$ cat config.mk
export PLATFORM = sky130hd
export DESIGN_NAME = cotsr_regs
export DESIGN_NICKNAME = d
export VERILOG_FILES = /design/src/rtl/cotsr_pkg.sv /design/src/rtl/cotsr_nvm_prog.sv /design/src/rtl/cotsr_regs.sv
export VERILOG_INCLUDE_DIRS = /design/src /design/src/rtl
export SDC_FILE = /design/constraint.sdc
export NUM_CORES = 1
export LEC_CHECK = 0
export ABC_AREA = 1
export BUFFER_PORTS_ARGS = -buffer_cell sky130_fd_sc_hd__buf_2
export CORE_ASPECT_RATIO = 2
export CORE_MARGIN = 5
export CORE_UTILIZATION = 50
export DETAILED_ROUTE_END_ITERATION = 12
export GPL_TIMING_DRIVEN = 0
export PLACE_DENSITY = 0.79
export SYNTH_ARGS = -nofsm -noshare
export SYNTH_HDL_FRONTEND = slang
export SYNTH_SLANG_ARGS = --single-unit
$ cat constraint.sdc
create_clock -name sys_clk -period 1.55 [get_ports sys_clk]
set_input_delay 0.31 -clock sys_clk [delete_from_list [all_inputs] [get_ports sys_clk]]
set_output_delay 0.31 -clock sys_clk [all_outputs]
set_load 0.02 [all_outputs]
$ cat src/rtl/cotsr_defs.svh
`ifndef COTSR_DEFS_SVH
`define COTSR_DEFS_SVH

// register offsets on the serial-port register port
`define COTSR_A_CAL_STROBE   5'h04
`define COTSR_A_STATUS       5'h08
`define COTSR_A_RAW_COUNT    5'h09
`define COTSR_A_NV_IMAGE     5'h0A
`define COTSR_A_NV_PERMIT    5'h0B
`define COTSR_A_NV_BIT_ADDR  5'h0C
`define COTSR_A_NV_STROBE    5'h0D
`define COTSR_A_ST_ENABLE    5'h0E
`define COTSR_A_ST_RESULT    5'h0F

// widths
`define COTSR_AW             5
`define COTSR_DW             24

// status register fields
`define COTSR_STAT_TRIM      3:0
`define COTSR_STAT_CAL_RUN   4
`define COTSR_STAT_NV_RUN    5
`define COTSR_TRIM_MAX       4'hB

// single control bit and bit index fields of the control registers
`define COTSR_CTL_ON         0
`define COTSR_IDX            3:0

// stored image fields
`define COTSR_IMG_FINE       3:0
`define COTSR_IMG_COARSE_LO  6:4
`define COTSR_IMG_GAIN       7
`define COTSR_IMG_BYPASS     8
`define COTSR_IMG_AMP_BIAS   10:9
`define COTSR_IMG_DRV_BIAS   12:11
`define COTSR_IMG_PRG_FLAG   13
`define COTSR_IMG_COARSE_HI  14
`define COTSR_IMG_USED       14:0

// self-test result fields
`define COTSR_RES_SIG        15:0
`define COTSR_RES_RUN        16

// reset values
`define COTSR_RST_WORD       24'h000000
`define COTSR_RST_SIG        16'h0000
`define COTSR_RST_NIB        4'h0

// fuse programming pulse time, least time, rounded up to cycles
`define COTSR_CLK_PERIOD_NS  100
`define COTSR_NV_PROG_NS     1000
`define COTSR_NV_PROG_CYC    ((`COTSR_NV_PROG_NS + `COTSR_CLK_PERIOD_NS - 1) \
                              / `COTSR_CLK_PERIOD_NS)
`define COTSR_CNT_W          8

`endif

$ cat src/rtl/cotsr_pkg.sv
`include "cotsr_defs.svh"

package cotsr_pkg;

    // calibration engine sequencer, one-hot
    typedef enum logic [2:0] {
        COTSR_ENG_IDLE = 3'h1,
        COTSR_ENG_CAL  = 3'h2,
        COTSR_ENG_TEST = 3'h4
    } cotsr_eng_t;

    // fuse programming sequencer, one-hot
    typedef enum logic [2:0] {
        COTSR_NV_LOAD = 3'h1,
        COTSR_NV_IDLE = 3'h2,
        COTSR_NV_PROG = 3'h4
    } cotsr_nv_t;

    // state of the fuse programmer
    typedef struct packed {
        cotsr_nv_t                st;
        logic [15:0]              image;
        logic [`COTSR_CNT_W-1:0]  cnt;
        logic                     prog;
        logic [3:0]               addr;
    } cotsr_nv_regs_t;

    // state of the register bank
    typedef struct packed {
        cotsr_eng_t               st;
        logic [3:0]               trim;
        logic [23:0]              raw;
        logic [23:0]              corr;
        logic                     permit;
        logic [3:0]               bit_addr;
        logic                     mode_on;
        logic [15:0]              sig;
        logic [23:0]              rdata;
        logic                     cal_start;
        logic                     test_start;
        logic                     nv_start;
        logic                     use_stored;
        logic                     chip_en;
        logic [3:0]               fine;
        logic [3:0]               coarse;
        logic                     gain;
        logic                     bypass;
        logic [1:0]               amp_bias;
        logic [1:0]               drv_bias;
    } cotsr_regs_t;

endpackage

$ cat src/rtl/cotsr_nvm_prog.sv
`timescale 1ns/1ps
`default_nettype none
`include "cotsr_defs.svh"

// one-time programmable fuse image and its bit programmer
module cotsr_nvm_prog
    import cotsr_pkg::*;
(
    // clock and reset
    input  wire logic        sys_clk,
    input  wire logic        sys_rst,
    // fuse array read value, caught once after reset
    input  wire logic [15:0] fuse_state,
    // program request from the register bank
    input  wire logic        start,
    input  wire logic [3:0]  addr,
    // image and status
    output logic [15:0]      image,
    output logic             running,
    // drive to the fuse macro
    output logic             fuse_prog,
    output logic [3:0]       fuse_addr
);

    cotsr_nv_regs_t cur_ff;      // registered state
    cotsr_nv_regs_t nxt_cur;     // next state

    // sequencer: load image, then program one bit per request
    always_comb begin
        nxt_cur = cur_ff;
        unique case (cur_ff.st)
            COTSR_NV_LOAD: begin
                // the strap is read here, not under reset, so reset
                // only ever loads constants
                nxt_cur.image = fuse_state;
                nxt_cur.st    = COTSR_NV_IDLE;
            end
            COTSR_NV_IDLE: begin
                if (start) begin
                    nxt_cur.st   = COTSR_NV_PROG;
                    nxt_cur.prog = 1'b1;
                    nxt_cur.addr = addr;
                    nxt_cur.cnt  = `COTSR_CNT_W'(`COTSR_NV_PROG_CYC - 1);
                end
            end
            COTSR_NV_PROG: begin
                // hold the pulse its full length; a fuse can only go 0->1
                if (cur_ff.cnt == '0) begin
                    nxt_cur.st                = COTSR_NV_IDLE;
                    nxt_cur.prog              = 1'b0;
                    nxt_cur.image[cur_ff.addr] = 1'b1;
                end else begin
                    nxt_cur.cnt = cur_ff.cnt - 1'b1;
                end
            end
            default: begin
                nxt_cur.st   = COTSR_NV_IDLE;
                nxt_cur.prog = 1'b0;
            end
        endcase
    end

    // state register
    always_ff @(posedge sys_clk) begin
        if (sys_rst) begin
            cur_ff.st    <= COTSR_NV_LOAD;
            cur_ff.image <= `COTSR_RST_SIG;
            cur_ff.cnt   <= '0;
            cur_ff.prog  <= 1'b0;
            cur_ff.addr  <= `COTSR_RST_NIB;
        end else begin
            cur_ff <= nxt_cur;
        end
    end

    // busy covers loading too, so no request lands before the image
    assign image     = cur_ff.image;
    assign running   = cur_ff.st != COTSR_NV_IDLE;
    assign fuse_prog = cur_ff.prog;
    assign fuse_addr = cur_ff.addr;

endmodule // cotsr_nvm_prog
`default_nettype wire

$ cat src/rtl/cotsr_regs.sv
`timescale 1ns/1ps
`default_nettype none
`include "cotsr_defs.svh"

module cotsr_regs
    import cotsr_pkg::*;
(
    // clock and reset
    input  wire logic        sys_clk,
    input  wire logic        sys_rst,
    // register port from the serial interface
    input  wire logic        reg_wr,
    input  wire logic        reg_rd,
    input  wire logic [4:0]  reg_addr,
    input  wire logic [23:0] reg_wdata,
    output logic [23:0]      reg_rdata,
    // values held in earlier registers of the map
    input  wire logic        main_enable,
    input  wire logic [8:0]  meas_adjust,
    // calibration engine
    output logic             cal_start,
    output logic             selftest_start,
    output logic [23:0]      cal_count_corr,
    input  wire logic        cal_done,
    input  wire logic [23:0] cal_count_raw,
    input  wire logic [3:0]  cal_trim,
    input  wire logic        selftest_done,
    input  wire logic [15:0] selftest_sig_in,
    // fuse macro
    input  wire logic [15:0] fuse_state,
    output logic             fuse_prog,
    output logic [3:0]       fuse_addr,
    // settings taken from the stored image
    output logic             use_stored,
    output logic             chip_enable,
    output logic [3:0]       stored_fine,
    output logic [3:0]       stored_coarse,
    output logic             stored_gain_boost,
    output logic             stored_bypass,
    output logic [1:0]       stored_amp_bias,
    output logic [1:0]       stored_drv_bias
);

    cotsr_regs_t cur_ff;                 // every register of the bank
    cotsr_regs_t nxt_cur;                // next value of the bank
    logic [15:0] nv_image;               // stored fuse image
    logic        nvm_program_running_flag; // fuse programmer busy

    // keep trim codes inside the legal range of the trim field
    function automatic logic [3:0] clamp_trim(input logic [3:0] t);
        clamp_trim = (t > `COTSR_TRIM_MAX) ? `COTSR_TRIM_MAX : t;
    endfunction

    // write hit on one register offset
    function automatic logic wr_hit(input logic       wr,
                                    input logic [4:0] a,
                                    input logic [4:0] want);
        wr_hit = wr && (a == want);
    endfunction

    // fuse image and programmer
    cotsr_nvm_prog u_nvm (
        .sys_clk    (sys_clk),
        .sys_rst    (sys_rst),
        .fuse_state (fuse_state),
        .start      (cur_ff.nv_start),
        .addr       (cur_ff.bit_addr),
        .image      (nv_image),
        .running    (nvm_program_running_flag),
        .fuse_prog  (fuse_prog),
        .fuse_addr  (fuse_addr)
    );

    // next state of the whole bank
    always_comb begin
        nxt_cur = cur_ff;
        // start strobes last one cycle
        nxt_cur.cal_start  = 1'b0;
        nxt_cur.test_start = 1'b0;
        nxt_cur.nv_start   = 1'b0;

        // correction is added to the counter before the engine decodes
        // it; the readout below keeps the uncorrected value
        nxt_cur.corr = cal_count_raw
                       + {{15{meas_adjust[8]}}, meas_adjust};

        // writable control registers
        if (wr_hit(reg_wr, reg_addr, `COTSR_A_NV_PERMIT)) begin
            nxt_cur.permit = reg_wdata[`COTSR_CTL_ON];
        end
        if (wr_hit(reg_wr, reg_addr, `COTSR_A_NV_BIT_ADDR)) begin
            nxt_cur.bit_addr = reg_wdata[`COTSR_IDX];
        end
        if (wr_hit(reg_wr, reg_addr, `COTSR_A_ST_ENABLE)) begin
            nxt_cur.mode_on = reg_wdata[`COTSR_CTL_ON];
        end

        // fuse strobe: ignored unless permitted and the programmer is
        // idle; the host polls the busy flag rather than queueing
        if (wr_hit(reg_wr, reg_addr, `COTSR_A_NV_STROBE) && cur_ff.permit
            && !nvm_program_running_flag && !cur_ff.nv_start) begin
            nxt_cur.nv_start = 1'b1;
        end

        // calibration engine sequencer
        unique case (cur_ff.st)
            COTSR_ENG_IDLE: begin
                // any data value starts a cycle; mode picks which
                if (wr_hit(reg_wr, reg_addr, `COTSR_A_CAL_STROBE)) begin
                    if (cur_ff.mode_on) begin
                        nxt_cur.st         = COTSR_ENG_TEST;
                        nxt_cur.test_start = 1'b1;
                    end else begin
                        nxt_cur.st        = COTSR_ENG_CAL;
                        nxt_cur.cal_start = 1'b1;
                    end
                end
            end
            COTSR_ENG_CAL: begin
                // trim only changes at the end of a full cycle
                if (cal_done && !cur_ff.cal_start) begin
                    nxt_cur.st   = COTSR_ENG_IDLE;
                    nxt_cur.trim = clamp_trim(cal_trim);
                    nxt_cur.raw  = cal_count_raw;
                end
            end
            COTSR_ENG_TEST: begin
                // signature taken only when the test ends
                if (selftest_done && !cur_ff.test_start) begin
                    nxt_cur.st  = COTSR_ENG_IDLE;
                    nxt_cur.sig = selftest_sig_in;
                end
            end
            default: begin
                nxt_cur.st = COTSR_ENG_IDLE;
            end
        endcase

        // use_stored rises only once the programmed flag is blown, while the stored fields follow the image at all times;
        // until then the main enable is held off
        nxt_cur.use_stored = nv_image[`COTSR_IMG_PRG_FLAG];
        nxt_cur.chip_en    = main_enable
                             && nv_image[`COTSR_IMG_PRG_FLAG];
        nxt_cur.fine       = nv_image[`COTSR_IMG_FINE];
        nxt_cur.coarse     = {nv_image[`COTSR_IMG_COARSE_HI],
                              nv_image[`COTSR_IMG_COARSE_LO]};
        nxt_cur.gain       = nv_image[`COTSR_IMG_GAIN];
        nxt_cur.bypass     = nv_image[`COTSR_IMG_BYPASS];
        nxt_cur.amp_bias   = nv_image[`COTSR_IMG_AMP_BIAS];
        nxt_cur.drv_bias   = nv_image[`COTSR_IMG_DRV_BIAS];

        // read mux, answer one cycle after the read strobe
        if (reg_rd) begin
            nxt_cur.rdata = `COTSR_RST_WORD;
            unique case (reg_addr)
                `COTSR_A_STATUS: begin
                    nxt_cur.rdata[`COTSR_STAT_TRIM] = cur_ff.trim;
                    nxt_cur.rdata[`COTSR_STAT_CAL_RUN] =
                        cur_ff.st == COTSR_ENG_CAL;
                    nxt_cur.rdata[`COTSR_STAT_NV_RUN] =
                    nvm_program_running_flag || cur_ff.nv_start;
                end
                `COTSR_A_RAW_COUNT: begin
                    nxt_cur.rdata = cur_ff.raw;
                end
                `COTSR_A_NV_IMAGE: begin
                    // bit 15 is reserved and reads zero
                    nxt_cur.rdata[`COTSR_IMG_USED] =
                        nv_image[`COTSR_IMG_USED];
                end
                `COTSR_A_NV_PERMIT: begin
                    nxt_cur.rdata[`COTSR_CTL_ON] = cur_ff.permit;
                end
                `COTSR_A_NV_BIT_ADDR: begin
                    nxt_cur.rdata[`COTSR_IDX] = cur_ff.bit_addr;
                end
                `COTSR_A_ST_ENABLE: begin
                    nxt_cur.rdata[`COTSR_CTL_ON] = cur_ff.mode_on;
                end
                `COTSR_A_ST_RESULT: begin
                    nxt_cur.rdata[`COTSR_RES_SIG] = cur_ff.sig;
                    nxt_cur.rdata[`COTSR_RES_RUN] =
                        cur_ff.st == COTSR_ENG_TEST;
                end
                default: begin
                    // strobes, reserved and unmapped offsets read zero
                    nxt_cur.rdata = `COTSR_RST_WORD;
                end
            endcase
        end
    end

    // bank register; no enable, updates every edge
    always_ff @(posedge sys_clk) begin
        if (sys_rst) begin
            cur_ff.st         <= COTSR_ENG_IDLE;
            cur_ff.trim       <= `COTSR_RST_NIB;
            cur_ff.raw        <= `COTSR_RST_WORD;
            cur_ff.corr       <= `COTSR_RST_WORD;
            cur_ff.permit     <= 1'b0;
            cur_ff.bit_addr   <= `COTSR_RST_NIB;
            cur_ff.mode_on    <= 1'b0;
            cur_ff.sig        <= `COTSR_RST_SIG;
            cur_ff.rdata      <= `COTSR_RST_WORD;
            cur_ff.cal_start  <= 1'b0;
            cur_ff.test_start <= 1'b0;
            cur_ff.nv_start   <= 1'b0;
            cur_ff.use_stored <= 1'b0;
            cur_ff.chip_en    <= 1'b0;
            cur_ff.fine       <= `COTSR_RST_NIB;
            cur_ff.coarse     <= `COTSR_RST_NIB;
            cur_ff.gain       <= 1'b0;
            cur_ff.bypass     <= 1'b0;
            cur_ff.amp_bias   <= 2'h0;
            cur_ff.drv_bias   <= 2'h0;
        end else begin
            cur_ff <= nxt_cur;
        end
    end

    // outputs straight from the bank register
    assign reg_rdata         = cur_ff.rdata;
    assign cal_start         = cur_ff.cal_start;
    assign selftest_start    = cur_ff.test_start;
    assign cal_count_corr    = cur_ff.corr;
    assign use_stored        = cur_ff.use_stored;
    assign chip_enable       = cur_ff.chip_en;
    assign stored_fine       = cur_ff.fine;
    assign stored_coarse     = cur_ff.coarse;
    assign stored_gain_boost = cur_ff.gain;
    assign stored_bypass     = cur_ff.bypass;
    assign stored_amp_bias   = cur_ff.amp_bias;
    assign stored_drv_bias   = cur_ff.drv_bias;

endmodule // cotsr_regs
`default_nettype wire

==> results of run 1 <==
[stage by stage]
stage / setup TNS (ns) / instance area, µm² / setup slack (ns)
5_1_grt: -0.0874 / 9840 / -0.0314
4_1_cts: -0.0233 / 9670 / -0.0233
6_report: 0 / 9840 / 0.0338
3_5_place_dp: -15.26 / 9000 / -0.814
3_3_place_gp: -13.98 / 9000 / -0.822
2_1_floorplan: 0 / 7990 / 0.00209
[worst register-to-register path, cell delays in order, from the launching register on]
cell and delay, ns:
dfxtp_1 0.34, nor3_4 0.29, inv_2 0.16, o21ai_4 0.23, buf_6 0.16, o21ai_1 0.13, a21oi_1 0.15
[routing by layer]
metal / wire, µm / GRT usage / up-vias
met3: 1190 / 0.0396 / 102
met4: 2070 / 0.221 / 0
met2: 13400 / 0.508 / 270
met1: 7860 / 0.233 / 3639
li1: - / - / 4028
met5: 0 / 0 / -
[placed cells by master, fill, tap and decap left out, types with 17 or more instances in the layout]
cell / instances
a21oi_1: 87
buf_2: 157
buf_4: 70
clkbuf_1: 18
clkbuf_16: 17
dfxtp_1: 149
inv_1: 138
nand2_1: 276
nand3_1: 37
nor2_1: 157
o21ai_0: 89
[cell type report]
cell class | count | area share
clock buffer | 17 | 0.0432
sequential | 151 | 0.308
multi-input combinational | 782 | 0.401
tap | 201 | 0.0256
inverter | 147 | 0.0561
timing repair buffer | 153 | 0.0794
buffer | 103 | 0.0698
clock inverter | 15 | 0.0173
antenna | 1 | 0.000254
[timing repair]
| action | in CTS | in global routing |
|---|---|---|
| gates resized for setup | 18 | 56 |
| buffers inserted | 0 | 2 |
| pin swaps | 0 | 4 |
| endpoints found under the setup margin | 33 | 74 |
[worst paths after layout]
path / startpoint / endpoint / slack [ns] / depth (start not counted)
min reg2reg: u_nvm.image[13] / chip_enable / 0.43 / 2
min: main_enable / chip_enable / 0.10 / 3
max: u_nvm.cur_ff[29] / u_nvm.image[14] / 0.03 / 6
max reg2reg: u_nvm.cur_ff[29] / u_nvm.image[14] / 0.03 / 6
[cells by family (layout without fill, tap and decap cells)]
kind of cell             count (synthesis)  after routing  share of synthesized area
AND/OR/NAND/NOR                        543            543                      0.279
XOR/XNOR                                 5              5                    0.00549
flip-flops                             151            151                      0.379
AO/OA/AOI/OAI                          208            208                      0.142
other                                    0              1                          0
buffers and inverters                  250            435                      0.153
adder cells (fa/ha/maj)                 26             26                     0.0417
[sequential cells by signal, indices dropped and copies added (netlist names), 2 cells and up]
name / flops
cal_count_corr: 24
cur_ff: 54
reg_rdata: 24
stored_amp_bias: 2
stored_coarse: 4
stored_drv_bias: 2
stored_fine: 4
u_nvm.cur_ff: 11
u_nvm.fuse_addr: 4
u_nvm.image: 15
[power groups by stage]
stage / registers (mW) / clock network, mW / logic, mW
CTS: 4.19 / 4.23 / 1.83
global placement: 4.26 / 0 / 1.76
global route: 4.23 / 4.41 / 2.13
floorplan: 4.25 / 0 / 1.22
finish: 4.21 / 4.19 / 1.91
detailed placement: 4.27 / 0 / 1.78
==> flow_summary.ini, run 1 <==
[clock_tree]
cts_made_buffers = 17
cts_buffer_depth = 2
tritoncts_clock_tree = yes
clock_tree_root = clkbuf_16
clkSinkCount = 151
h-tree-depth = 4
clk_lat_worst_skew_ns = 0.43
clk_transition_reported_paths_ns = 0.06
cts_hold_buffers = 0

[power_and_ir_drop]
peakVddDrop_uv = 807
clockPowerShare = 0.407
total_leakage_power_nw = 4.81
power_frac_seq = 0.408
netSwitchingFraction = 0.301
cell_internal_pwr_mw = 7.21
total_switching_power_mw = 3.11
power.density_nw_per_um2 = 1050
design_power_total_mw = 10.3
combPwrFrac = 0.185

[drt]
num_vias = 8039
antenna_left = 0
firstDrtPassIters = 5
avgViaCountPerCell = 5.12
drc = 0
routedWlPerCell_um = 15.6
drt_first_iter_violations = 340
routed_wirelength_mm = 24.5

[final_layout]
areaGrowthSynthToFinish_pct = 23.2
final_nets = 1486
multi_input_comb_area_um2 = 3940
finish.utilization = 0.624
layout-drive-gt1-share = 0.254
final-seq-area_um2 = 3030
layout.cells.non_filler = 1570
number_of_fillers_in_the_final_layout = 1533

[yosys]
synth.top_cells.by_area = dfxtp_1 (38%), nand2_1 (14%), nor2_1 (7.9%)
asyncSetResetFlopFracSynth = 0
yosys.cell_types.count = 40
synth_top_cell_area_share = 0.379
synthFlopType = dfxtp_1
syn-num-nets = 1314
netlist.top_cell.by_area = dfxtp_1
ys_seq_elements = 151
synth.cells.most_frequent = nand2_1 (288), nor2_1 (168), dfxtp_1 (151)
yosys_warnings = 0
synthMostInstantiatedCell = nand2_1
cells_after_synthesis = 1183
synth_edf_count = 0
synth.yosys.seq_area_share = 0.379
syn_area_per_cell_um2 = 6.75
cell_area_after_synthesis_um2 = 7990

[global_routing]
wire_length_of_the_first_global_routing_pass_mm = 38.9
antenna_violations_before_repair = 1
first_global_vias = 8235
grt_remaining_overflow = 0
grt_util_all_layers = 0.266
grt_max_degree = 17

[sta]
worst_pin_slew_ns = 0.662
clock-skew-final_ns = 0.00791
hold-worst-slack_ns = 0.102
timing_hold_violations_final = 0
maxSlewViolCount = 0
layout_worst_path_cycle_share = 0.978
worst_case_headroom_to_the_max_slew_limit = 0.559
fmax_mhz = 660
final_period_minus_worst_setup_slack_ns = 1.52
setup_viol_count_final = 0
rsz0062_at_grt = yes

[die]
boundaryPins = 176
core_um2 = 15800
num_rows = 65
floorplan.die.height_um = 189
dieArea_um2 = 18800
die-width_um = 99.4
start_util = 0.506

[worst_setup_path]
critPathMaxStageDelay_ns = 0.34
cp.buffers_inverters = 2
path_class = register to register
crit_path_start_kind = register
worstPathMaxFanout = 10
worst_setup_path_end_kind = register
crit_path_cell_trace = nor3_4 -> inv_2 -> o21ai_4 -> buf_6 -> o21ai_1 -> a21oi_1
cp.required_ns = 1.91
worst_path_max_delay_cell = dfxtp_1
arrival_ns = 1.88
cp_top_family = compound AO/OA/AOI/OAI gates

[placed_design]
place.gp.congestion = 0.983
place.port_buffers = 151
place_hpwl_mm = 19.8
place_inst = 1535

[min_path]
holdCritPathClass = input port to register

[outcome]
outcome = complete, no violations

[flow_run]
max_cap_viol_count = 0
No activity file was read; power rests on OpenSTA's default activity.
==> run 2: changes to the inputs <==
ABC_AREA = default   (was 1)
CORE_UTILIZATION = 49   (was 50)
CTS_CLUSTER_SIZE = 14   (was default)
==> flow_summary.ini, run 2 <==
[drt]
num_vias = 7623
routedWlPerCell_um = 20.1
drt_first_iter_violations = 520
drc = 0
routed_wirelength_mm = 26.3
antenna_left = 0
avgViaCountPerCell = 5.82
firstDrtPassIters = 6

[power_and_ir_drop]
power.density_nw_per_um2 = 1010
total_leakage_power_nw = 4.37
peakVddDrop_uv = 769

[final_layout]
post-route-cell-area_um2 = 10300
layout.cells.non_filler = 1309
final_nets = 1231
top_library_cells_by_usage_in_the_layout_fill_and_taps_aside = buf_2 (150), dfxtp_1 (141), buf_4 (94)
flip_flop_count_of_the_largest_register_all_copies_and_words_added = 54
top_register = cur_ff
areaGrowthSynthToFinish_pct = 40.0
most_common_cell_after_layout_fill_and_taps_aside = buf_2
layout-drive-gt1-share = 0.406

[worst_setup_path]
cp.buffers_inverters = 1
crit_path_cell_trace = buf_8 -> ha_4 -> fa_2 -> a21oi_4 -> o211ai_1 -> a22oi_1 -> o211ai_1 -> a41oi_1 -> mux2_2
path_depth = 9
worst_setup_path_end_kind = register
r2r_cells = 8
critical_path.most_common_cell = o211ai_1
crit_path_start_kind = input port
critPathMaxStageDelay_ns = 0.39
worst_path_max_delay_cell = fa_2
cp.required_ns = 1.87
worstPathMaxFanout = 3
path_class = input port to register
cp_top_family = compound AO/OA/AOI/OAI gates
arrival_ns = 2.37

[global_routing]
first_global_vias = 7546
grt_remaining_overflow = 0
grt_max_degree = 17
antenna_violations_before_repair = 2
grt_util_all_layers = 0.266
wire_length_of_the_first_global_routing_pass_mm = 37.4

[die]
boundaryPins = 176
num_rows = 63
floorplan.die.height_um = 184
dieArea_um2 = 17800
die-width_um = 96.8
start_util = 0.499
core_um2 = 14800

[placed_design]
place_worst_setup_slack_ns = -1.09
place.port_buffers = 153
detailed_place.area_um2 = 8600
place_hpwl_mm = 17.3
place_inst = 1235
place.gp.congestion = 0.950

[yosys]
synth_edf_count = 0
synth.yosys.seq_area_share = 0.409
yosys_warnings = 0
synthFlopType = dfxtp_1
cell_area_after_synthesis_um2 = 7390
dominant_combinational_cell_family_by_area_after_synthesis = simple AND/OR/NAND/NOR gates
synth_top_cell_area_share = 0.409
synthMostInstantiatedCell = dfxtp_1
synth_compound_area_frac = 0.180
netlist.top_cell.by_area = dfxtp_1
syn-num-nets = 1018
synth_adder_area_share = 0.0450
mux_share_of_post_synthesis_cell_area = 0.0410
synthXorXnorAreaFrac = 0.0237
ys_seq_elements = 151
yosys.cell_types.count = 67
syn_area_per_cell_um2 = 8.33
synth.top_cells.by_area = dfxtp_1 (41%), a21oi_1 (7.5%), buf_4 (6.5%)
synth.cells.most_frequent = dfxtp_1 (151), a21oi_1 (110), nand2_1 (102)
cells_after_synthesis = 887
synthSimpleGateAreaFrac = 0.205
asyncSetResetFlopFracSynth = 0

[sta]
worst_case_headroom_to_the_max_slew_limit = 0.494
maxSlewViolCount = 0
hold-worst-slack_ns = 0.0825
layout_worst_path_cycle_share = 1.32
final_period_minus_worst_setup_slack_ns = 2.05
rsz0062_at_grt = yes
fmax_mhz = 488
timing_hold_violations_final = 0
tns_ns = -15.04
clock-skew-final_ns = 0.0110
worst_pin_slew_ns = 0.759
final_critical_path_setup_slack_ns = -0.499
setup_viol_count_final = 77

[clock_tree]
tritoncts_clock_tree = yes
cts_made_buffers = 17
clk_lat_worst_skew_ns = 0.43
clk_transition_reported_paths_ns = 0.07
clock_tree_root = clkbuf_16
h-tree-depth = 4
cts_hold_buffers = 0
clkSinkCount = 151
cts_buffer_depth = 2

[min_path]
holdCritPathClass = input port to register
worstHoldPathCells = 2

[outcome]
outcome = complete, but fails checks
failed_checks = setup timing

[flow_run]
max_cap_viol_count = 0
[run 2: cell count changes after synthesis, sizes merged, moves of 13 or more]
cell,before,now
mux2i,0,28
nor2b,0,23
a22oi,1,14
o21ai,103,39
nor2,176,96
a21oi,90,112
inv,147,13
nand2,292,102
nand3,41,22
[run 2: metal layers]
layer,GRT usage,vias to the layer above,share of wire
li1,-,3462,-
met1,0.238,3596,0.31
met2,0.518,411,0.54
met3,0.0482,154,0.058
met4,0.200,0,0.083
met5,0,-,0
[run 2: kinds of logic after synthesis]
logic type	Yosys count
simple gates	322
compound gates	218
flops	151
buf+inv	120
mux	30
fa+ha+maj	26
xor+xnor	20
[run 2: path summary, 6_finish.rpt]
kind                          from                  to  slack, ns
hold / removal         main_enable         chip_enable       0.08
setup reg to reg  u_nvm.cur_ff[10]     u_nvm.cur_ff[6]      -0.29
hold reg to reg        cur_ff[107]         cur_ff[107]       0.46
setup / recovery  cal_count_raw[0]  cal_count_corr[22]      -0.50
[run 2: timing repair]
| action | CTS | global route |
|---|---|---|
| hold endpoints to repair | 0 | 0 |
| setup buffers | 23 | 22 |
| cloned | 2 | 2 |
| pin swaps | 18 | 53 |
| endpoints found under the setup margin | 109 | 113 |
| gates resized for setup | 59 | 127 |
[run 2: power by group]
| part | leakage (nW) | internal, mW | switching (mW) | total (mW) |
|---|---|---|---|---|
| Clock | 0.292 | 2.70 | 1.78 | 4.48 |
| Sequential | 1.23 | 4.02 | 0.0690 | 4.09 |
| Combinational | 2.85 | 0.814 | 1.02 | 1.83 |
[run 2: metrics by stage]
stage	utilization	power, mW
finish	0.698	10.4
global route	0.698	10.7
CTS	0.657	10.1
detailed placement	0.580	5.62
global placement	0.580	5.61
floorplan	-	5.15
[run 2: cell type report]
type                            count  area, µm²
Fill cell                        1172       4470
Multi-Input combinational cell    617       4430
Sequential cell                   151       3040
Timing Repair Buffer              197       1240
Buffer                            103        706
Clock buffer                       17        425
Tap cell                          195        244
Clock inverter                     14        199
Inverter                           13       48.8
Antenna cell                        2       5.00
